--- config.mk ---
export PLATFORM = sky130hd
export DESIGN_NAME = sart_top
export DESIGN_NICKNAME = d
export VERILOG_FILES = /design/src/hdl/sart_pkg.sv /design/src/hdl/sart_top.sv /design/src/hdl/sart_baud.sv
export SDC_FILE = /design/constraint.sdc
export NUM_CORES = 1
export LEC_CHECK = 0
export ABC_CLOCK_PERIOD_IN_PS = 3800
export BUFFER_PORTS_ARGS = -buffer_cell sky130_fd_sc_hd__buf_2
export CAP_MARGIN = 20
export CELL_PAD_IN_SITES_DETAIL_PLACEMENT = 1
export CELL_PAD_IN_SITES_GLOBAL_PLACEMENT = 2
export CORE_MARGIN = 5
export CORE_UTILIZATION = 38
export DETAILED_ROUTE_END_ITERATION = 10
export MAX_ROUTING_LAYER = met4
export PLACE_DENSITY_LB_ADDON = 0.1
export SYNTH_ARGS = -nofsm -noshare
export SYNTH_HDL_FRONTEND = slang
export SYNTH_SLANG_ARGS = --single-unit
--- constraint.sdc ---
create_clock -name pclk -period 3.8 [get_ports pclk]
set_input_delay 0 -clock pclk [delete_from_list [all_inputs] [get_ports pclk]]
set_output_delay 0 -clock pclk [all_outputs]
set_load 0.01 [all_outputs]
--- src/hdl/sart_pkg.sv ---
// Operation
// receiver runs only while rx_on set
// rx_on clear keeps receive flags, buffer
// start bit begins reception once enabled
// id wait only async multiproc format
// id wait cleared by software or address
// id wait blocks transfer, errors, flags
// address character clears wait, raises flags
// idle high, start, lsb first, parity, stop
// align start edge, sample eighth of sixteen
// independent double buffered transmit and receive
// tx_on clear empties and resets shifter
// software configures with everything disabled
// software waits one bit, then enables
// pins active per pin function and enables
// prescaler then divisor plus one sets rate
// format register sets parity, length, stops
package sart_pkg;
	// register byte offsets
	localparam logic [7:0] OFF_FMT = 8'h00;
	localparam logic [7:0] OFF_DIV = 8'h04;
	localparam logic [7:0] OFF_CTL = 8'h08;
	localparam logic [7:0] OFF_TXD = 8'h0c;
	localparam logic [7:0] OFF_STS = 8'h10;
	localparam logic [7:0] OFF_RXD = 8'h14;
	localparam logic [7:0] OFF_PFN = 8'h18;
	// serial_format_reg fields, bits 1:0 hold prescaler select
	localparam int FMT_SYNC = 7;
	localparam int FMT_CHR7 = 6;
	localparam int FMT_PEN = 5;
	localparam int FMT_ODD = 4;
	localparam int FMT_STOP2 = 3;
	localparam int FMT_MP = 2;
	// serial_control_reg fields
	localparam int CTL_TIE = 7;
	localparam int CTL_RIE = 6;
	localparam int CTL_TE = 5;
	localparam int CTL_RE = 4;
	localparam int CTL_ID_WAIT_ENABLE = 3;
	localparam int CTL_TX_END_INT_ENABLE = 2;
	// serial_status_reg fields
	localparam int STS_TX_EMPTY_FLAG = 7;
	localparam int STS_RX_FULL_FLAG = 6;
	localparam int STS_OVERRUN_FLAG = 5;
	localparam int STS_FER = 4;
	localparam int STS_PER = 3;
	localparam int STS_TEND = 2;
	localparam int STS_MPB = 1;
	localparam int STS_MPBT = 0;
	// pin function fields
	localparam int PFN_TX = 0;
	localparam int PFN_RX = 1;
	// reset values
	localparam logic [7:0] FMT_RST = 8'h00;
	localparam logic [7:0] DIV_RST = 8'hff;
	localparam logic [7:0] CTL_RST = 8'h00;
	localparam logic [1:0] PFN_RST = 2'h0;
	// oversampling: sixteen ticks a bit, sample on the eighth
	localparam logic [3:0] OVS_MID = 4'h7;
	localparam logic [3:0] OVS_LAST = 4'hf;
	localparam logic [2:0] LAST_BIT8 = 3'h7;
	localparam logic [2:0] LAST_BIT7 = 3'h6;
	// prescaler: divide by 4 to the power n
	localparam logic [5:0] PRE_MAX = 6'h3f;
	localparam logic [3:0] PRE_SHIFT = 4'h6;
	typedef enum logic [4:0] {
		R_IDLE = 5'h01, R_START = 5'h02, R_DATA = 5'h04,
		R_EXTRA = 5'h08, R_STOP = 5'h10
	} sart_rx_e;
	typedef enum logic [4:0] {
		T_IDLE = 5'h01, T_START = 5'h02, T_DATA = 5'h04,
		T_EXTRA = 5'h08, T_STOP = 5'h10
	} sart_tx_e;
endpackage : sart_pkg

--- src/hdl/sart_top.sv ---
`timescale 1ns/1ps
`default_nettype none
module sart_top (
	input wire logic pclk,
	input wire logic presetn,
	input wire logic psel,
	input wire logic penable,
	input wire logic pwrite,
	input wire logic [7:0] paddr,
	input wire logic [31:0] pwdata,
	output logic [31:0] prdata,
	output logic pready,
	output logic pslverr,
	input wire logic serial_in_pin,
	output logic serial_out_pin,
	output logic serial_out_oe_n,
	output logic rx_full_irq,
	output logic rx_error_irq,
	output logic tx_empty_irq,
	output logic tx_end_irq
);
	import sart_pkg::*;
	logic [7:0] fmt_ff, baud_div_ff, ctl_ff, tx_data_ff, rx_buf_ff;
	logic [7:0] rx_sh_ff, tx_sh_ff, sts;
	logic [1:0] pfn_ff;
	logic [31:0] prdata_ff;
	logic tx_empty_ff, rx_full_ff, ovr_ff, frm_ff, par_ff, tend_ff;
	logic mpb_ff, mpbt_ff;
	logic s1_ff, s2_ff, s3_ff, rx_lvl_ff, rx_prev_ff;
	logic tick, rx_go, fall, samp, rx_done, id_eff, accept;
	logic rx_parity_ff, rx_mpb_ff, tx_parity_ff;
	logic [3:0] rx_cnt_ff, tx_cnt_ff;
	logic [2:0] rx_idx_ff, tx_idx_ff, last_bit;
	logic txo_ff, tx_bit_end, tx_load, mp_fmt, extra_bit;
	logic acc, wr, mapped;
	logic wr_fmt, wr_div, wr_ctl, wr_txd, wr_sts, wr_pfn;
	sart_rx_e rx_st_ff;
	sart_tx_e tx_st_ff;

	sart_baud u_baud (
		.pclk(pclk),
		.presetn(presetn),
		.pre_sel(fmt_ff[1:0]),
		.divisor(baud_div_ff),
		.tick(tick)
	);

	// apb decode; zero wait states, reads captured in the setup cycle
	assign acc = psel && penable;
	assign wr = acc && pwrite;
	assign mapped = (paddr == OFF_FMT) || (paddr == OFF_DIV) ||
		(paddr == OFF_CTL) || (paddr == OFF_TXD) || (paddr == OFF_STS) ||
		(paddr == OFF_RXD) || (paddr == OFF_PFN);
	assign pready = 1'b1;
	assign pslverr = acc && !mapped;
	assign wr_fmt = wr && (paddr == OFF_FMT);
	assign wr_div = wr && (paddr == OFF_DIV);
	assign wr_ctl = wr && (paddr == OFF_CTL);
	assign wr_txd = wr && (paddr == OFF_TXD);
	assign wr_sts = wr && (paddr == OFF_STS);
	assign wr_pfn = wr && (paddr == OFF_PFN);
	assign prdata = prdata_ff;

	assign sts = {tx_empty_ff, rx_full_ff, ovr_ff, frm_ff, par_ff, tend_ff,
		mpb_ff, mpbt_ff};

	// read data latched at the setup edge, held through the access
	always_ff @(posedge pclk or negedge presetn) begin
		if (!presetn) begin
			prdata_ff <= 32'h00000000;
		end else if (psel && !penable && !pwrite) begin
			case (paddr)
				OFF_FMT: prdata_ff <= {24'h000000, fmt_ff};
				OFF_DIV: prdata_ff <= {24'h000000, baud_div_ff};
				OFF_CTL: prdata_ff <= {24'h000000, ctl_ff};
				OFF_TXD: prdata_ff <= {24'h000000, tx_data_ff};
				OFF_STS: prdata_ff <= {24'h000000, sts};
				OFF_RXD: prdata_ff <= {24'h000000, rx_buf_ff};
				OFF_PFN: prdata_ff <= {30'h0, pfn_ff};
				default: prdata_ff <= 32'h00000000;
			endcase
		end
	end

	// configuration registers
	always_ff @(posedge pclk or negedge presetn) begin
		if (!presetn) begin
			fmt_ff <= FMT_RST;
			baud_div_ff <= DIV_RST;
			pfn_ff <= PFN_RST;
		end else begin
			if (wr_fmt)
				fmt_ff <= pwdata[7:0];
			if (wr_div)
				baud_div_ff <= pwdata[7:0];
			if (wr_pfn)
				pfn_ff <= pwdata[1:0];
		end
	end

	// control; an address character clears the id wait bit
	always_ff @(posedge pclk or negedge presetn) begin
		if (!presetn) begin
			ctl_ff <= CTL_RST;
		end else begin
			if (wr_ctl)
				ctl_ff <= pwdata[7:0];
			if (rx_done && id_eff && rx_mpb_ff)
				ctl_ff[CTL_ID_WAIT_ENABLE] <= 1'b0;
		end
	end

	// three stage input; level moves once stages two and three agree
	always_ff @(posedge pclk or negedge presetn) begin
		if (!presetn) begin
			s1_ff <= 1'b1;
			s2_ff <= 1'b1;
			s3_ff <= 1'b1;
			rx_lvl_ff <= 1'b1;
			rx_prev_ff <= 1'b1;
		end else begin
			s1_ff <= serial_in_pin;
			s2_ff <= s1_ff;
			s3_ff <= s2_ff;
			if (s2_ff == s3_ff)
				rx_lvl_ff <= s2_ff;
			rx_prev_ff <= rx_lvl_ff;
		end
	end

	// receiver control terms
	assign rx_go = ctl_ff[CTL_RE] && pfn_ff[PFN_RX];
	assign fall = rx_prev_ff && !rx_lvl_ff;
	assign samp = tick && (rx_cnt_ff == OVS_MID);
	assign mp_fmt = fmt_ff[FMT_MP] && !fmt_ff[FMT_SYNC];
	assign extra_bit = mp_fmt || fmt_ff[FMT_PEN];
	assign last_bit = fmt_ff[FMT_CHR7] ? LAST_BIT7 : LAST_BIT8;
	assign id_eff = ctl_ff[CTL_ID_WAIT_ENABLE] && mp_fmt;
	assign rx_done = (rx_st_ff == R_STOP) && samp && rx_go;
	assign accept = !id_eff || rx_mpb_ff;

	// receive sequencer; leaving rx_on drops only the frame in flight
	always_ff @(posedge pclk or negedge presetn) begin
		if (!presetn) begin
			rx_st_ff <= R_IDLE;
			rx_cnt_ff <= 4'h0;
			rx_idx_ff <= 3'h0;
			rx_sh_ff <= 8'h00;
			rx_parity_ff <= 1'b0;
			rx_mpb_ff <= 1'b0;
		end else if (!rx_go) begin
			rx_st_ff <= R_IDLE;
		end else begin
			if (tick)
				rx_cnt_ff <= rx_cnt_ff + 4'h1;
			case (rx_st_ff)
				R_IDLE: begin
					if (fall) begin
						rx_st_ff <= R_START;
						rx_cnt_ff <= 4'h0;
					end
				end
				R_START: begin
					if (samp) begin
						// a glitch shorter than half a bit is no start
						rx_st_ff <= rx_lvl_ff ? R_IDLE : R_DATA;
						rx_idx_ff <= 3'h0;
						rx_parity_ff <= 1'b0;
						rx_mpb_ff <= 1'b0;
					end
				end
				R_DATA: begin
					if (samp) begin
						rx_sh_ff <= {rx_lvl_ff, rx_sh_ff[7:1]};
						rx_parity_ff <= rx_parity_ff ^ rx_lvl_ff;
						rx_idx_ff <= rx_idx_ff + 3'h1;
						if (rx_idx_ff == last_bit)
							rx_st_ff <= extra_bit ? R_EXTRA : R_STOP;
					end
				end
				R_EXTRA: begin
					if (samp) begin
						rx_mpb_ff <= mp_fmt && rx_lvl_ff;
						rx_parity_ff <= rx_parity_ff ^ rx_lvl_ff;
						rx_st_ff <= R_STOP;
					end
				end
				R_STOP: begin
					// only the first stop bit is checked
					if (samp)
						rx_st_ff <= R_IDLE;
				end
				default: rx_st_ff <= R_IDLE;
			endcase
		end
	end

	// receive flags: set wins over a write-0 clear
	always_ff @(posedge pclk or negedge presetn) begin
		if (!presetn) begin
			rx_full_ff <= 1'b0;
			ovr_ff <= 1'b0;
			frm_ff <= 1'b0;
			par_ff <= 1'b0;
			mpb_ff <= 1'b0;
			rx_buf_ff <= 8'h00;
		end else begin
			if (wr_sts && !pwdata[STS_RX_FULL_FLAG])
				rx_full_ff <= 1'b0;
			if (wr_sts && !pwdata[STS_OVERRUN_FLAG])
				ovr_ff <= 1'b0;
			if (wr_sts && !pwdata[STS_FER])
				frm_ff <= 1'b0;
			if (wr_sts && !pwdata[STS_PER])
				par_ff <= 1'b0;
			if (rx_done && accept) begin
				mpb_ff <= rx_mpb_ff;
				if (rx_full_ff) begin
					ovr_ff <= 1'b1; // buffer kept, new character lost
				end else begin
					rx_full_ff <= 1'b1;
					rx_buf_ff <= fmt_ff[FMT_CHR7] ?
						{1'b0, rx_sh_ff[7:1]} : rx_sh_ff;
					if (!rx_lvl_ff)
						frm_ff <= 1'b1;
					if (fmt_ff[FMT_PEN] && !mp_fmt &&
						(rx_parity_ff != fmt_ff[FMT_ODD]))
						par_ff <= 1'b1;
				end
			end
		end
	end

	// transmit holding register and its flags
	assign tx_load = (tx_st_ff == T_IDLE) && ctl_ff[CTL_TE] && !tx_empty_ff;
	assign tx_bit_end = tick && (tx_cnt_ff == OVS_LAST);

	always_ff @(posedge pclk or negedge presetn) begin
		if (!presetn) begin
			tx_data_ff <= 8'h00;
			tx_empty_ff <= 1'b1;
			tend_ff <= 1'b1;
			mpbt_ff <= 1'b0;
		end else begin
			if (wr_sts)
				mpbt_ff <= pwdata[STS_MPBT];
			if (wr_txd) begin
				tx_data_ff <= pwdata[7:0];
				tx_empty_ff <= 1'b0;
				tend_ff <= 1'b0;
			end
			if (tx_load)
				tx_empty_ff <= 1'b1;
			if ((tx_st_ff == T_STOP) && tx_bit_end &&
				(tx_idx_ff[0] || !fmt_ff[FMT_STOP2]) && tx_empty_ff)
				tend_ff <= 1'b1;
			if (!ctl_ff[CTL_TE])
				tx_empty_ff <= 1'b1;
		end
	end

	// transmit sequencer
	always_ff @(posedge pclk or negedge presetn) begin
		if (!presetn) begin
			tx_st_ff <= T_IDLE;
			tx_sh_ff <= 8'h00;
			tx_cnt_ff <= 4'h0;
			tx_idx_ff <= 3'h0;
			tx_parity_ff <= 1'b0;
			txo_ff <= 1'b1;
		end else if (!ctl_ff[CTL_TE]) begin
			tx_st_ff <= T_IDLE;
			tx_sh_ff <= 8'h00;
			txo_ff <= 1'b1;
		end else begin
			if (tick)
				tx_cnt_ff <= tx_cnt_ff + 4'h1;
			case (tx_st_ff)
				T_IDLE: begin
					txo_ff <= 1'b1;
					if (tx_load) begin
						tx_sh_ff <= tx_data_ff;
						tx_parity_ff <= 1'b0;
						tx_cnt_ff <= 4'h0;
						tx_st_ff <= T_START;
						txo_ff <= 1'b0;
					end
				end
				T_START: begin
					if (tx_bit_end) begin
						tx_st_ff <= T_DATA;
						tx_idx_ff <= 3'h0;
						txo_ff <= tx_sh_ff[0];
					end
				end
				T_DATA: begin
					if (tx_bit_end) begin
						tx_parity_ff <= tx_parity_ff ^ tx_sh_ff[0];
						tx_sh_ff <= {1'b0, tx_sh_ff[7:1]};
						tx_idx_ff <= tx_idx_ff + 3'h1;
						txo_ff <= tx_sh_ff[1];
						if (tx_idx_ff == last_bit) begin
							tx_st_ff <= extra_bit ? T_EXTRA : T_STOP;
							tx_idx_ff <= 3'h0;
							txo_ff <= !extra_bit ? 1'b1 : mp_fmt ? mpbt_ff :
								tx_parity_ff ^ tx_sh_ff[0] ^ fmt_ff[FMT_ODD];
						end
					end
				end
				T_EXTRA: begin
					if (tx_bit_end) begin
						tx_st_ff <= T_STOP;
						txo_ff <= 1'b1;
					end
				end
				T_STOP: begin
					if (tx_bit_end) begin
						tx_idx_ff <= 3'h1;
						if (tx_idx_ff[0] || !fmt_ff[FMT_STOP2])
							tx_st_ff <= T_IDLE;
					end
				end
				default: tx_st_ff <= T_IDLE;
			endcase
		end
	end

	// pins and request lines; pin released, serial_out_oe_n high, when not selected
	assign serial_out_pin = txo_ff;
	assign serial_out_oe_n = !(ctl_ff[CTL_TE] && pfn_ff[PFN_TX]);

	always_ff @(posedge pclk or negedge presetn) begin
		if (!presetn) begin
			rx_full_irq <= 1'b0;
			rx_error_irq <= 1'b0;
			tx_empty_irq <= 1'b0;
			tx_end_irq <= 1'b0;
		end else begin
			rx_full_irq <= ctl_ff[CTL_RIE] && rx_full_ff;
			rx_error_irq <= ctl_ff[CTL_RIE] && (ovr_ff || frm_ff || par_ff);
			tx_empty_irq <= ctl_ff[CTL_TIE] && tx_empty_ff;
			tx_end_irq <= ctl_ff[CTL_TX_END_INT_ENABLE] && tend_ff;
		end
	end
endmodule : sart_top
`default_nettype wire

--- src/hdl/sart_baud.sv ---
`timescale 1ns/1ps
`default_nettype none
module sart_baud (
	input wire logic pclk,
	input wire logic presetn,
	input wire logic [1:0] pre_sel,
	input wire logic [7:0] divisor,
	output logic tick
);
	import sart_pkg::*;
	logic [5:0] pre_ff;
	logic [7:0] div_ff;
	logic [5:0] pre_last;
	logic pre_done;

	// 4^n - 1 by shifting an all-ones count
	assign pre_last = PRE_MAX >> (PRE_SHIFT - {1'b0, pre_sel, 1'b0});
	assign pre_done = (pre_ff >= pre_last);
	assign tick = pre_done && (div_ff >= divisor);

	// prescaler, then divisor plus one; >= survives a smaller reload
	always_ff @(posedge pclk or negedge presetn) begin
		if (!presetn) begin
			pre_ff <= 6'h00;
			div_ff <= 8'h00;
		end else begin
			pre_ff <= pre_done ? 6'h00 : pre_ff + 6'h01;
			if (tick)
				div_ff <= 8'h00;
			else if (pre_done)
				div_ff <= div_ff + 8'h01;
		end
	end
endmodule : sart_baud
`default_nettype wire

After elaboration in Yosys (flattened, before gate mapping):

Cells that the tools add are included.

* add/sub/neg operators: 7
* equality and inequality tests: 46
* magnitude comparators: 2
* $mul: 0
* reductions and logical operators: 86
* shifts and indexed selects: 1
* bitwise gates (word level): 4
* mux-type cells: 80
* div/mod/pow operators: 0

Operators with widths (count)
* $mux W5: 16
* $pmux W8 S7: 1
* $pmux W5 S5: 2
* $mux W8: 6
* $logic_and A1 B1 Y1: 40
* $ne A3 B3 Y1 const B: 12
* $mux W1: 33
* $mux W4: 7
* $eq A8 B5 Y1 const B: 3
* $mux W3: 7
* $reduce_and A4 Y1: 5
* $eq A8 B4 Y1 const B: 2
* $pmux W8 S2: 1
* $logic_not A1 Y1: 14
* $ne A2 B2 Y1 const B: 7
* $reduce_bool A2 Y1: 7
* $logic_or A1 B1 Y1: 11
* $eq A5 B1 Y1 const B: 2
* $eq A5 B2 Y1 const B: 2
* $eq A5 B3 Y1 const B: 2
* $eq A5 B4 Y1 const B: 2
* $eq A5 B5 Y1 const B: 2
* $pmux W3 S3: 1
* $add A4 B1 Y4 const B: 2
* 31 further kinds: 39

* memories kept: 0
* bits in latches: 0
* register bits: 149
* ROM bits: 0
* RAM bits: 0
* output and inout bits: 40
* bits of input ports: 46
* word-level logic and storage cells: 265

Logic depth before layout (Yosys ltp):

Gate-level depths: netlist of the first run.

* word-level depth: 10
* mapped depth: 11
* gate-level depth less buffers: 9

Modules after synthesis:

A second synthesis of the first run with hierarchy kept.

* cell total of the unflattened synthesis: 658
* area total of the unflattened synthesis: 6820.3 µm²

Modules (own cells, without submodules)
* sart_top: times used 1, sequential area each 2800.2 µm², area an instance 5776.8 µm², cells each 552
* sart_baud: times used 1, sequential area each 350.3 µm², area an instance 1043.5 µm², cells each 106

Worst setup path before layout of the first run:

Ideal clock, no wire load.

* kind: flip-flop to flip-flop
* start point: register fmt_ff[1]
* end point: register rx_sh_ff[0]
* stages on the path, launching flop included: 10
* arrival: 2.648 ns
* path slack: 1.028 ns
* required time: 3.675 ns
* buffers on the path: 1
* period minus slack after synthesis: 2.772 ns
* library setup time: 0.125 ns
* path through: dfrtp_1 or2_2 ha_1 nor3b_1 o21ai_0 and2_1 buf_2 o21ai_1 nor3_2 mux2_2

* cells in the longest elaborated chain, start to end: 6

Ends and longest elaborated chain
* from (decl): line sart_top.sv:23 `logic [7:0] fmt_ff, baud_div_ff, ctl_ff, tx_data_ff, rx_buf_ff;`
* from (signal assigned): line sart_top.sv:93 `fmt_ff <= pwdata[7:0];`
* $sub A3 B3 Y4: line sart_baud.sv:17 `assign pre_last = PRE_MAX >> (PRE_SHIFT - {1'b0, pre_sel, 1'b0});`
* $shr A6 B4 Y6: line sart_baud.sv:17
* $ge A6 B6 Y1: line sart_baud.sv:18 `assign pre_done = (pre_ff >= pre_last);`
* $logic_and A1 B1 Y1: line sart_baud.sv:19 `assign tick = pre_done && (div_ff >= divisor);`
* $logic_and A1 B1 Y1: line sart_top.sv:134 `assign samp = tick && (rx_cnt_ff == OVS_MID);`
* $reduce_and A3 Y1 (no line)
* to (signal assigned): line sart_top.sv:174 `rx_sh_ff <= {rx_lvl_ff, rx_sh_ff[7:1]};`
* to (decl): line sart_top.sv:24 `logic [7:0] rx_sh_ff, tx_sh_ff, sts;`

Every way passes these cells.
A chain may end at the register's enable or synchronous reset.

Worst setup path in the final report of the first run:

* start point: register fmt_ff[0]
* end point: register tx_idx_ff[0]

* cells in the longest elaborated chain, start to end: 7
* elaborated cells between the ends (all ways): 9
* classes of those cells: 1 x add/sub; 1 x order compare; 3 x eq/ne; 1 x shift; 3 x reduce/logical

Ends and longest elaborated chain
* $sub A3 B3 Y4 (*): line sart_baud.sv:17
* $shr A6 B4 Y6 (*): line sart_baud.sv:17
* $ge A6 B6 Y1 (*): line sart_baud.sv:18
* $logic_and A1 B1 Y1 (*): line sart_baud.sv:19
* $logic_and A1 B1 Y1 (*): line sart_top.sv:236 `assign tx_bit_end = tick && (tx_cnt_ff == OVS_LAST);`
* $ne A2 B2 Y1 (no line)
* $reduce_and A5 Y1 (no line) (*)
* to (signal assigned): line sart_top.sv:300 `tx_idx_ff <= tx_idx_ff + 3'h1;`
* to (decl): line sart_top.sv:33 `logic [2:0] rx_idx_ff, tx_idx_ff, last_bit;`

Mark *: on every way between the ends. The rest lies on a longest branch, timed or not.

==> flow_summary.html, run 1 <==
<table>
<tr><th>Metric</th><th>Value</th></tr>
<tr><th colspan="2">Outcome</th></tr>
<tr><td>Run status</td><td>finished, final reports clean</td></tr>
<tr><th colspan="2">Setup path</th></tr>
<tr><td>Max stage delay cell, worst path</td><td>sky130_fd_sc_hd__nor4_1</td></tr>
<tr><td>Maximum cell stage delay along the critical path</td><td>0.63 ns</td></tr>
<tr><td>Data required time of the critical path</td><td>4.09 ns</td></tr>
<tr><td>Critical path startpoint category</td><td>register</td></tr>
<tr><td>Biggest fanout along the worst timing path</td><td>4</td></tr>
<tr><td>Worst EP arrival</td><td>3.50 ns</td></tr>
<tr><td>CP Class</td><td>register to register</td></tr>
<tr><td>Ordered list of cells on the worst path</td><td>or2_2, ha_1, nor3b_1, o21ai_0, and2_1, o21ai_1, nor4_1, mux2_2</td></tr>
<tr><td>Setup crit end kind</td><td>register</td></tr>
<tr><th colspan="2">Run</th></tr>
<tr><td>Reported max-cap violation count</td><td>0</td></tr>
<tr><th colspan="2">Final layout</th></tr>
<tr><td>Final net count</td><td>768</td></tr>
<tr><td>Register area</td><td>3151 sq um</td></tr>
<tr><td>Number of standard cells in the final layout excluding fillers</td><td>940</td></tr>
<tr><td>Layout cells sized above 1</td><td>~23%</td></tr>
<tr><td>Antenna Cells</td><td>0</td></tr>
<tr><td>Fillcell total</td><td>slightly below 2,000</td></tr>
<tr><td>Multi-input gate area</td><td>about 3300 sq um</td></tr>
<tr><td>Final design area excluding fillers</td><td>7809 sq um</td></tr>
<tr><td>Relative area change from synthesis to final layout</td><td>16.74%</td></tr>
<tr><th colspan="2">Global routing</th></tr>
<tr><td>Met3 track demand over resource</td><td>4.454%</td></tr>
<tr><td>Met2 track demand over resource in global routing</td><td>32.15%</td></tr>
<tr><td>Aggregate global routing overflow</td><td>0</td></tr>
<tr><td>Largest net degree at the start of global routing</td><td>71</td></tr>
<tr><td>Number of global-route vias before repair</td><td>5,428</td></tr>
<tr><td>GR peak layer</td><td>met2</td></tr>
<tr><td>Initial antenna violation count</td><td>1</td></tr>
<tr><td>Global Route Usage Sum</td><td>19.99%</td></tr>
<tr><td>Global-route wire length before repair</td><td>30.55 mm</td></tr>
<tr><td>M1 GR Usage</td><td>25.99%</td></tr>
<tr><th colspan="2">Detailed routing</th></tr>
<tr><td>Number of DRC violations after detailed-routing iteration 0</td><td>around 260</td></tr>
<tr><td>Drc violations</td><td>0</td></tr>
<tr><td>Number of detailed-route iterations in the first pass</td><td>4</td></tr>
<tr><td>Drt total wl</td><td>18.60 mm</td></tr>
<tr><td>Per-cell routed wire length</td><td>19.79 um</td></tr>
<tr><td>Routed vias</td><td>roughly 5,100</td></tr>
<tr><td>Detailed-route vias per instance</td><td>5.413</td></tr>
<tr><td>Antenna Violating Nets Remaining</td><td>0</td></tr>
<tr><th colspan="2">Clocking</th></tr>
<tr><td># H-tree levels</td><td>4</td></tr>
<tr><td>Clock tree from TritonCTS</td><td>done</td></tr>
<tr><td>Clock slew at reported path FFs</td><td>0.05 ns</td></tr>
<tr><td>Clock latency of the later-clocked register in the worst-skew pair</td><td>0.41 ns</td></tr>
<tr><td>Number of hold-repair buffers added at the cts stage</td><td>14</td></tr>
<tr><td>TritonCTS sink count</td><td>approximately 130</td></tr>
<tr><td>Inserted Clock Buffers</td><td>17</td></tr>
<tr><td>Buffers inserted by post-CTS timing repair</td><td>0</td></tr>
<tr><td>Clock Path Buffers</td><td>2</td></tr>
<tr><td>Master cell of the clock root buffer</td><td>sky130_fd_sc_hd__clkbuf_16</td></tr>
<tr><td>Post-cts repair resize count</td><td>0</td></tr>
<tr><th colspan="2">Logic synthesis</th></tr>
<tr><td>Portion of synthesized cell area occupied by the leading cell type</td><td>40.03%</td></tr>
<tr><td>Top area cells in the synthesized netlist</td><td>sky130_fd_sc_hd__dfrtp_1, sky130_fd_sc_hd__mux2_2, sky130_fd_sc_hd__dfstp_2</td></tr>
<tr><td>Post-synthesis sequential area ratio</td><td>47.10%</td></tr>
<tr><td>Count of unique library cells instantiated by Yosys</td><td>between 60 and 70</td></tr>
<tr><td>Most numerous cell in the Yosys netlist</td><td>sky130_fd_sc_hd__dfrtp_1</td></tr>
<tr><td>EDFF count, synth</td><td>0</td></tr>
<tr><td>Most frequently used flop master after synthesis</td><td>sky130_fd_sc_hd__dfrtp_1</td></tr>
<tr><td>Share of synthesized area spent on multiplexers</td><td>roughly 15%</td></tr>
<tr><td>Share of the synthesized area in compound gates (AO/OA/AOI/OAI)</td><td>11.45%</td></tr>
<tr><td>Cell type contributing the most total cell area after synthesis</td><td>sky130_fd_sc_hd__dfrtp_1</td></tr>
<tr><td>Synthesized area divided by synthesized cell count</td><td>10.34 sq um</td></tr>
<tr><td>Xor and xnor area share after synthesis</td><td>2.095%</td></tr>
<tr><td>Dominant combinational cell family by area after synthesis</td><td>multiplexers</td></tr>
<tr><td>Gate count of the mapped netlist</td><td>between 600 and 700</td></tr>
<tr><td>Share of synthesized flip-flops with an asynchronous set or reset</td><td>100.0%</td></tr>
<tr><td>Leading post-synthesis cells by instance count</td><td>sky130_fd_sc_hd__dfrtp_1, sky130_fd_sc_hd__nand2_1, sky130_fd_sc_hd__nor2_1, sky130_fd_sc_hd__mux2_2, sky130_fd_sc_hd__a21oi_1</td></tr>
<tr><td>FF+latch count, synth</td><td>between 100 and 150</td></tr>
<tr><td>Yosys Warn Count</td><td>0</td></tr>
<tr><td>Simple-gate share of the synthesized area</td><td>~15%</td></tr>
<tr><td>Share of synthesized cell area in full adder, half adder and majority cells</td><td>3.891%</td></tr>
<tr><td>Post-synthesis instance area</td><td>6689 sq um</td></tr>
<tr><th colspan="2">Floorplan</th></tr>
<tr><td>Starting density of the core</td><td>38.67%</td></tr>
<tr><td>Horiz. Die Dim</td><td>around 140 um</td></tr>
<tr><td>Boundary Pins</td><td>86</td></tr>
<tr><td>Standard-cell row count</td><td>48</td></tr>
<tr><td>Height of the die</td><td>between 100 and 150 um</td></tr>
<tr><td>Die Outline Area</td><td>approximately 20,000 sq um</td></tr>
<tr><td>Placeable core region</td><td>about 17,000 sq um</td></tr>
<tr><th colspan="2">Place</th></tr>
<tr><td>Post-Place Cell Area</td><td>7059 sq um</td></tr>
<tr><td>Detailed placement HPWL</td><td>~14 mm</td></tr>
<tr><td>Count of port buffers added during placement</td><td>36</td></tr>
<tr><td>Number of placed instances with taps included</td><td>894</td></tr>
<tr><td>Gpl congestion</td><td>just under 0.8</td></tr>
<tr><th colspan="2">Timing</th></tr>
<tr><td>Relative max-transition margin</td><td>between 30 and 40%</td></tr>
<tr><td>Clock skew after layout</td><td>0.009875 ns</td></tr>
<tr><td>Period utilisation layout</td><td>84.31%</td></tr>
<tr><td>RSZ-0062 raised after global routing</td><td>no</td></tr>
<tr><td>Max Fclk</td><td>approximately 310 MHz</td></tr>
<tr><td>Clock period minus final worst setup slack</td><td>3.204 ns</td></tr>
<tr><td>Total negative slack</td><td>0 ns</td></tr>
<tr><td>Final count of hold timing violations</td><td>0</td></tr>
<tr><td>Worst Tran Pin Value</td><td>0.9477 ns</td></tr>
<tr><td>Setup-failing EPs final</td><td>0</td></tr>
<tr><td>Final max-slew violation count</td><td>0</td></tr>
<tr><th colspan="2">Hold path</th></tr>
<tr><td>Type of the tightest min-delay check</td><td>input port to register</td></tr>
<tr><th colspan="2">Power and ir drop</th></tr>
<tr><td>Switching component of the power</td><td>~0.93 mW</td></tr>
<tr><td>Share of total power consumed by net switching</td><td>25.98%</td></tr>
<tr><td>P_int</td><td>2.654 mW</td></tr>
<tr><td>Peak supply drop</td><td>298.1 uV</td></tr>
<tr><td>Clock power frac</td><td>46.6%</td></tr>
<tr><td>Gate power share</td><td>between 10% and 20%</td></tr>
<tr><td>Sequential cell fraction of total power</td><td>40.5%</td></tr>
<tr><td>Power Density</td><td>459.2 nW/um^2</td></tr>
<tr><td>Cell leakage power</td><td>approximately 3.5 nW</td></tr>
</table>
[placed cells by master, fill, tap and decap left out, drive strengths merged, types with 8 or more instances in the layout]
| cell type | n |
|---|---|
| o21ai | 40 |
| a211oi | 8 |
| clkbuf | 26 |
| inv | 22 |
| dfstp | 18 |
| nor2b | 8 |
| buf | 48 |
| dlygate4sd3 | 14 |
| ha | 20 |
| nand3 | 17 |
| a21oi | 41 |
| mux2 | 53 |
| xnor2 | 9 |
| dfrtp | 107 |
| mux2i | 25 |
| nor3 | 10 |
| nor2 | 56 |
| nand2 | 61 |
| and3 | 8 |
| conb | 25 |
[worst max-delay path: cells and delay by family (launching register included)]
kind / cells / cell delay (ns)
multiplexers: 1 / 0.40
AND/OR/NAND/NOR: 4 / 1.22
adder cells (fa/ha/maj): 1 / 0.28
flip-flops: 1 / 0.42
AO/OA/AOI/OAI: 2 / 0.76
[worst paths after layout]
kind	from	endpoint	depth (start not counted)	slack, ns
setup / recovery	fmt_ff[0]$_DFFE_PN0P_	tx_idx_ff[0]$_DFFE_PN0P_	8	0.60
hold / removal	psel	prdata[7]$_DFFE_PN0P_	3	0.11
setup reg to reg	fmt_ff[0]$_DFFE_PN0P_	tx_idx_ff[0]$_DFFE_PN0P_	8	0.60
hold reg to reg	s1_ff$_DFF_PN1_	s2_ff$_DFF_PN1_	0	0.36
max in group asynchronous	presetn	tx_empty_ff$_DFFE_PN1P_	3	2.61
min in group asynchronous	presetn	prdata[0]$_DFFE_PN0P_	2	0.28
[layer usage]
metal / routed length, um / share of wire [%]
met5: 0 / 0
met4: 157 / 0.84
met3: 758 / 4.1
met2: 9211 / 50
met1: 8476 / 46
[cells by family after synthesis]
logic type,count (synthesis)
buffers and inverters,71
XOR/XNOR,16
adder cells (fa/ha/maj),21
AO/OA/AOI/OAI,125
flip-flops,125
multiplexers,85
other,2
AND/OR/NAND/NOR,202
[power groups by stage]
stage	Clock [mW]	Sequential [mW]	Combinational, mW
floorplan	0	1.46	0.277
global placement	0	1.47	0.444
detailed placement	0	1.48	0.461
CTS	1.71	1.45	0.477
global route	1.78	1.46	0.525
finish	1.67	1.45	0.466
[metrics by stage]
step	total power [mW]	hold slack [ns]	util, %	setup WS, ns
2_1_floorplan	1.741	-0.2956	-	1.028
3_3_place_gp	1.915	0.1080	40.81	0.6509
3_5_place_dp	1.936	0.1103	40.81	0.5629
4_1_cts	3.640	0.09859	45.15	0.5487
5_1_grt	3.764	0.1435	45.15	0.4235
6_report	3.586	0.1134	45.15	0.5963
[sequential cells by signal, summed over array words and instances, names as in the netlist, 5 cells and up]
| register | flops |
|---|---|
| baud_div_ff | 8 |
| ctl_ff | 8 |
| fmt_ff | 8 |
| prdata | 8 |
| rx_buf_ff | 8 |
| rx_sh_ff | 8 |
| rx_st_ff | 5 |
| tx_data_ff | 8 |
| tx_sh_ff | 8 |
| tx_st_ff | 5 |
| u_baud.div_ff | 8 |
| u_baud.pre_ff | 6 |
[final cells by class]
cell class,instances,area share [%]
timing repair buffer,62,5.448
sequential,125,40.35
tap,225,3.605
inverter,22,1.058
clock inverter,6,1.025
clock buffer,26,6.778
multi-input combinational,474,41.74
No activity file was read; power rests on OpenSTA's default activity.
==> run 2, diff against run 1 <==
- ABC_CLOCK_PERIOD_IN_PS: 3800 -> 2650
- CORE_UTILIZATION: 38 -> 34
- clock period: 3.8 -> 2.65 ns (I/O delays scaled with it)
==> flow_summary.html, run 2 (synthesis results as in run 1) <==
<table>
<tr><th>Metric</th><th>Value</th></tr>
<tr><th colspan="2">Power and ir drop</th></tr>
<tr><td>Peak supply drop</td><td>428.5 uV (+44%)</td></tr>
<tr><td>Switching component of the power</td><td>1.392 mW (+49%)</td></tr>
<tr><td>P_int</td><td>3.819 mW (+44%)</td></tr>
<tr><td>Sequential cell fraction of total power</td><td>39.9% (-0.6 points)</td></tr>
<tr><td>Tot Pwr</td><td>5.211 mW (+45%)</td></tr>
<tr><td>Power Density</td><td>644.3 nW/um^2 (+40%)</td></tr>
<tr><td>Clock power frac</td><td>45.0% (-1.6 points)</td></tr>
<tr><td>Cell leakage power</td><td>3.633 nW (+3.4%)</td></tr>
<tr><td>Share of total power consumed by net switching</td><td>26.71% (+0.74 points)</td></tr>
<tr><td>Gate power share</td><td>15.1% (+2.1 points)</td></tr>
<tr><th colspan="2">Final layout</th></tr>
<tr><td>Most common cell after layout, fill and taps aside</td><td>sky130_fd_sc_hd__dfrtp_1</td></tr>
<tr><td>Antenna Cells</td><td>0 (unchanged)</td></tr>
<tr><td>Fillcell total</td><td>2,219 (+15%)</td></tr>
<tr><td>Relative area change from synthesis to final layout</td><td>20.91%</td></tr>
<tr><td>Number of standard cells in the final layout excluding fillers</td><td>1,002 (+6.6%)</td></tr>
<tr><td>Final net count</td><td>790 (+2.9%)</td></tr>
<tr><td>Final design area excluding fillers</td><td>8088 sq um (+3.6%)</td></tr>
<tr><td>Highest-count cells in the layout ignoring fill and taps</td><td>sky130_fd_sc_hd__dfrtp_1, sky130_fd_sc_hd__nand2_1, sky130_fd_sc_hd__nor2_1, sky130_fd_sc_hd__mux2_2, sky130_fd_sc_hd__a21oi_1</td></tr>
<tr><td>Layout cells sized above 1</td><td>25.92% (+2.8 points)</td></tr>
<tr><th colspan="2">Timing</th></tr>
<tr><td>Worst setup slack after layout</td><td>0.1266 ns (-0.4697 ns)</td></tr>
<tr><td>Clock period minus final worst setup slack</td><td>2.523 ns (-0.6803 ns)</td></tr>
<tr><td>Final count of hold timing violations</td><td>0 (unchanged)</td></tr>
<tr><td>Max Fclk</td><td>396.3 MHz (+27%)</td></tr>
<tr><td>Relative max-transition margin</td><td>56.34% (+20 points)</td></tr>
<tr><td>Setup-failing EPs final</td><td>0 (unchanged)</td></tr>
<tr><td>Worst Tran Pin Value</td><td>0.6549 ns (-0.2927 ns)</td></tr>
<tr><td>Period utilisation layout</td><td>95.22% (+11 points)</td></tr>
<tr><td>Clock skew after layout</td><td>0.007157 ns (-0.002718 ns)</td></tr>
<tr><td>Final max-slew violation count</td><td>0 (unchanged)</td></tr>
<tr><th colspan="2">Setup path</th></tr>
<tr><td>Critical path startpoint category</td><td>register</td></tr>
<tr><td>Worst EP arrival</td><td>2.83 ns (-0.67 ns)</td></tr>
<tr><td>Setup crit end kind</td><td>register</td></tr>
<tr><td>CP Class</td><td>register to register</td></tr>
<tr><td>Biggest fanout along the worst timing path</td><td>4 (unchanged)</td></tr>
<tr><td>Data required time of the critical path</td><td>2.95 ns (-1.14 ns)</td></tr>
<tr><th colspan="2">Detailed routing</th></tr>
<tr><td>Detailed-route vias per instance</td><td>5.106 (-5.7%)</td></tr>
<tr><td>Drt total wl</td><td>19.45 mm (+4.6%)</td></tr>
<tr><td>Drc violations</td><td>0 (unchanged)</td></tr>
<tr><td>Antenna Violating Nets Remaining</td><td>0 (unchanged)</td></tr>
<tr><td>Number of detailed-route iterations in the first pass</td><td>4 (unchanged)</td></tr>
<tr><td>Routed vias</td><td>5,116 (+0.55%)</td></tr>
<tr><td>Per-cell routed wire length</td><td>19.41 um (-1.9%)</td></tr>
<tr><td>Number of DRC violations after detailed-routing iteration 0</td><td>204 (-23%)</td></tr>
<tr><th colspan="2">Clocking</th></tr>
<tr><td>Clock slew at reported path FFs</td><td>0.06 ns (about the same)</td></tr>
<tr><td>Clock latency of the later-clocked register in the worst-skew pair</td><td>0.42 ns (about the same)</td></tr>
<tr><td>Inserted Clock Buffers</td><td>17 (unchanged)</td></tr>
<tr><td>Clock Path Buffers</td><td>2 (unchanged)</td></tr>
<tr><td>Clock tree from TritonCTS</td><td>done</td></tr>
<tr><td>TritonCTS sink count</td><td>125 (unchanged)</td></tr>
<tr><td>Master cell of the clock root buffer</td><td>sky130_fd_sc_hd__clkbuf_16</td></tr>
<tr><td># H-tree levels</td><td>4 (unchanged)</td></tr>
<tr><th colspan="2">Global routing</th></tr>
<tr><td>Global Route Usage Sum</td><td>18.69% (-1.3 points)</td></tr>
<tr><td>Number of global-route vias before repair</td><td>5,492 (+1.2%)</td></tr>
<tr><td>Global-route wire length before repair</td><td>31.21 mm (+2.2%)</td></tr>
<tr><td>Aggregate global routing overflow</td><td>0 (unchanged)</td></tr>
<tr><td>Initial antenna violation count</td><td>1 (unchanged)</td></tr>
<tr><td>Largest net degree at the start of global routing</td><td>57 (-20%)</td></tr>
<tr><th colspan="2">Floorplan</th></tr>
<tr><td>Die Outline Area</td><td>22,580 sq um (+11%)</td></tr>
<tr><td>Horiz. Die Dim</td><td>150.3 um (+5.3%)</td></tr>
<tr><td>Standard-cell row count</td><td>51 (+6.3%)</td></tr>
<tr><td>Placeable core region</td><td>19,400 sq um (+12%)</td></tr>
<tr><td>Starting density of the core</td><td>34.48% (-4.2 points)</td></tr>
<tr><td>Height of the die</td><td>150.3 um (+5.3%)</td></tr>
<tr><td>Boundary Pins</td><td>86 (unchanged)</td></tr>
<tr><th colspan="2">Place</th></tr>
<tr><td>Count of port buffers added during placement</td><td>36 (unchanged)</td></tr>
<tr><td>Number of placed instances with taps included</td><td>954 (+6.7%)</td></tr>
<tr><td>Gpl congestion</td><td>0.7876 (+1.5%)</td></tr>
<tr><td>Detailed placement HPWL</td><td>14.46 mm (+6.7%)</td></tr>
<tr><td>Post-place setup slack</td><td>-0.04122 ns (-0.6041 ns)</td></tr>
<tr><td>Post-Place Cell Area</td><td>7297 sq um (+3.4%)</td></tr>
<tr><th colspan="2">Outcome</th></tr>
<tr><td>Run status</td><td>finished, final reports clean</td></tr>
<tr><th colspan="2">Hold path</th></tr>
<tr><td>Type of the tightest min-delay check</td><td>input port to register</td></tr>
<tr><th colspan="2">Run</th></tr>
<tr><td>Reported max-cap violation count</td><td>0 (unchanged)</td></tr>
</table>
-- run 2: cell count changes in the layout (fill, tap and decap cells not counted), sizes merged --
| cell | before | now |
|---|---|---|
| buf | 48 | 70 |
| clkbuf | 26 | 24 |
| bufinv | 2 | 3 |
| clkinvlp | 0 | 1 |
-- run 2: worst paths after layout --
check	startpoint	to	slack, ns	cells past startpoint
worst max register to register	fmt_ff[1]$_DFFE_PN0P_	tx_idx_ff[2]$_DFFE_PN0P_	0.13	10
worst max-delay path	fmt_ff[1]$_DFFE_PN0P_	tx_idx_ff[2]$_DFFE_PN0P_	0.13	10
worst min register to register	s1_ff$_DFF_PN1_	s2_ff$_DFF_PN1_	0.35	0
worst min-delay path	psel	prdata[1]$_DFFE_PN0P_	0.06	4
min in group asynchronous	presetn	prdata[0]$_DFFE_PN0P_	0.15	2
max in group asynchronous	presetn	rx_st_ff[0]$_DFFE_PN1P_	1.64	3
-- run 2: layout make-up --
class / instances / area, sq um / share of cell area, %
Clock buffer: 24 / 461.7 / 5.709
Clock inverter: 8 / 117.6 / 1.454
Inverter: 22 / 82.58 / 1.021
Timing Repair Buffer: 84 / 615.6 / 7.611
Sequential cell: 125 / 3151 / 38.95
Tap cell: 265 / 331.6 / 4.100
Multi-Input combinational cell: 474 / 3328 / 41.15
-- run 2: what timing repair did --
action,4_1_cts,5_1_grt
endpoints found under the hold margin,91,0
pin swaps,0,2
buffers inserted,0,2
hold buffers,14,0
endpoints found under the setup margin,12,36
resized for setup,2,11
-- run 2: worst max-delay path, cell delays in order, from the launching register on --
cell                       delay [ns]
sky130_fd_sc_hd__dfrtp_1         0.41
sky130_fd_sc_hd__or2_4           0.26
sky130_fd_sc_hd__inv_1           0.06
sky130_fd_sc_hd__ha_2            0.17
sky130_fd_sc_hd__o211ai_1        0.10
sky130_fd_sc_hd__o21ai_1         0.17
sky130_fd_sc_hd__buf_4           0.17
sky130_fd_sc_hd__nand2_4         0.06
sky130_fd_sc_hd__or4_4           0.54
sky130_fd_sc_hd__o31a_1          0.29
sky130_fd_sc_hd__a41o_1          0.20
-- run 2: power by group through the flow --
| stage | registers [mW] | clock network (mW) | logic (mW) |
|---|---|---|---|
| 2_1_floorplan | 2.10 | 0 | 0.403 |
| 3_3_place_gp | 2.11 | 0 | 0.693 |
| 3_5_place_dp | 2.11 | 0 | 0.721 |
| 4_1_cts | 2.08 | 2.41 | 0.748 |
| 5_1_grt | 2.09 | 2.50 | 0.884 |
| 6_report | 2.08 | 2.35 | 0.785 |
-- run 2: metal layers --
| layer | up-vias | wire, um | share of wire [%] | global-route usage, % |
|---|---|---|---|---|
| met5 | - | 0 | 0 | - |
| met4 | 0 | 214 | 1.1 | 4.849 |
| met2 | 75 | 9581 | 49 | 29.83 |
| met1 | 2612 | 9064 | 47 | 24.80 |
| met3 | 14 | 593 | 3.0 | 3.221 |
| li1 | 2415 | - | - | - |
-- run 2: stage by stage --
step           hold WS [ns]  util, %  TNS [ns]
2_1_floorplan       -0.2956        -         0
3_3_place_gp        0.06384    37.62         0
3_5_place_dp        0.07219    37.62   -0.1595
4_1_cts             0.04772    41.34         0
5_1_grt             0.07681    41.69  -0.03046
6_report            0.05750    41.69         0
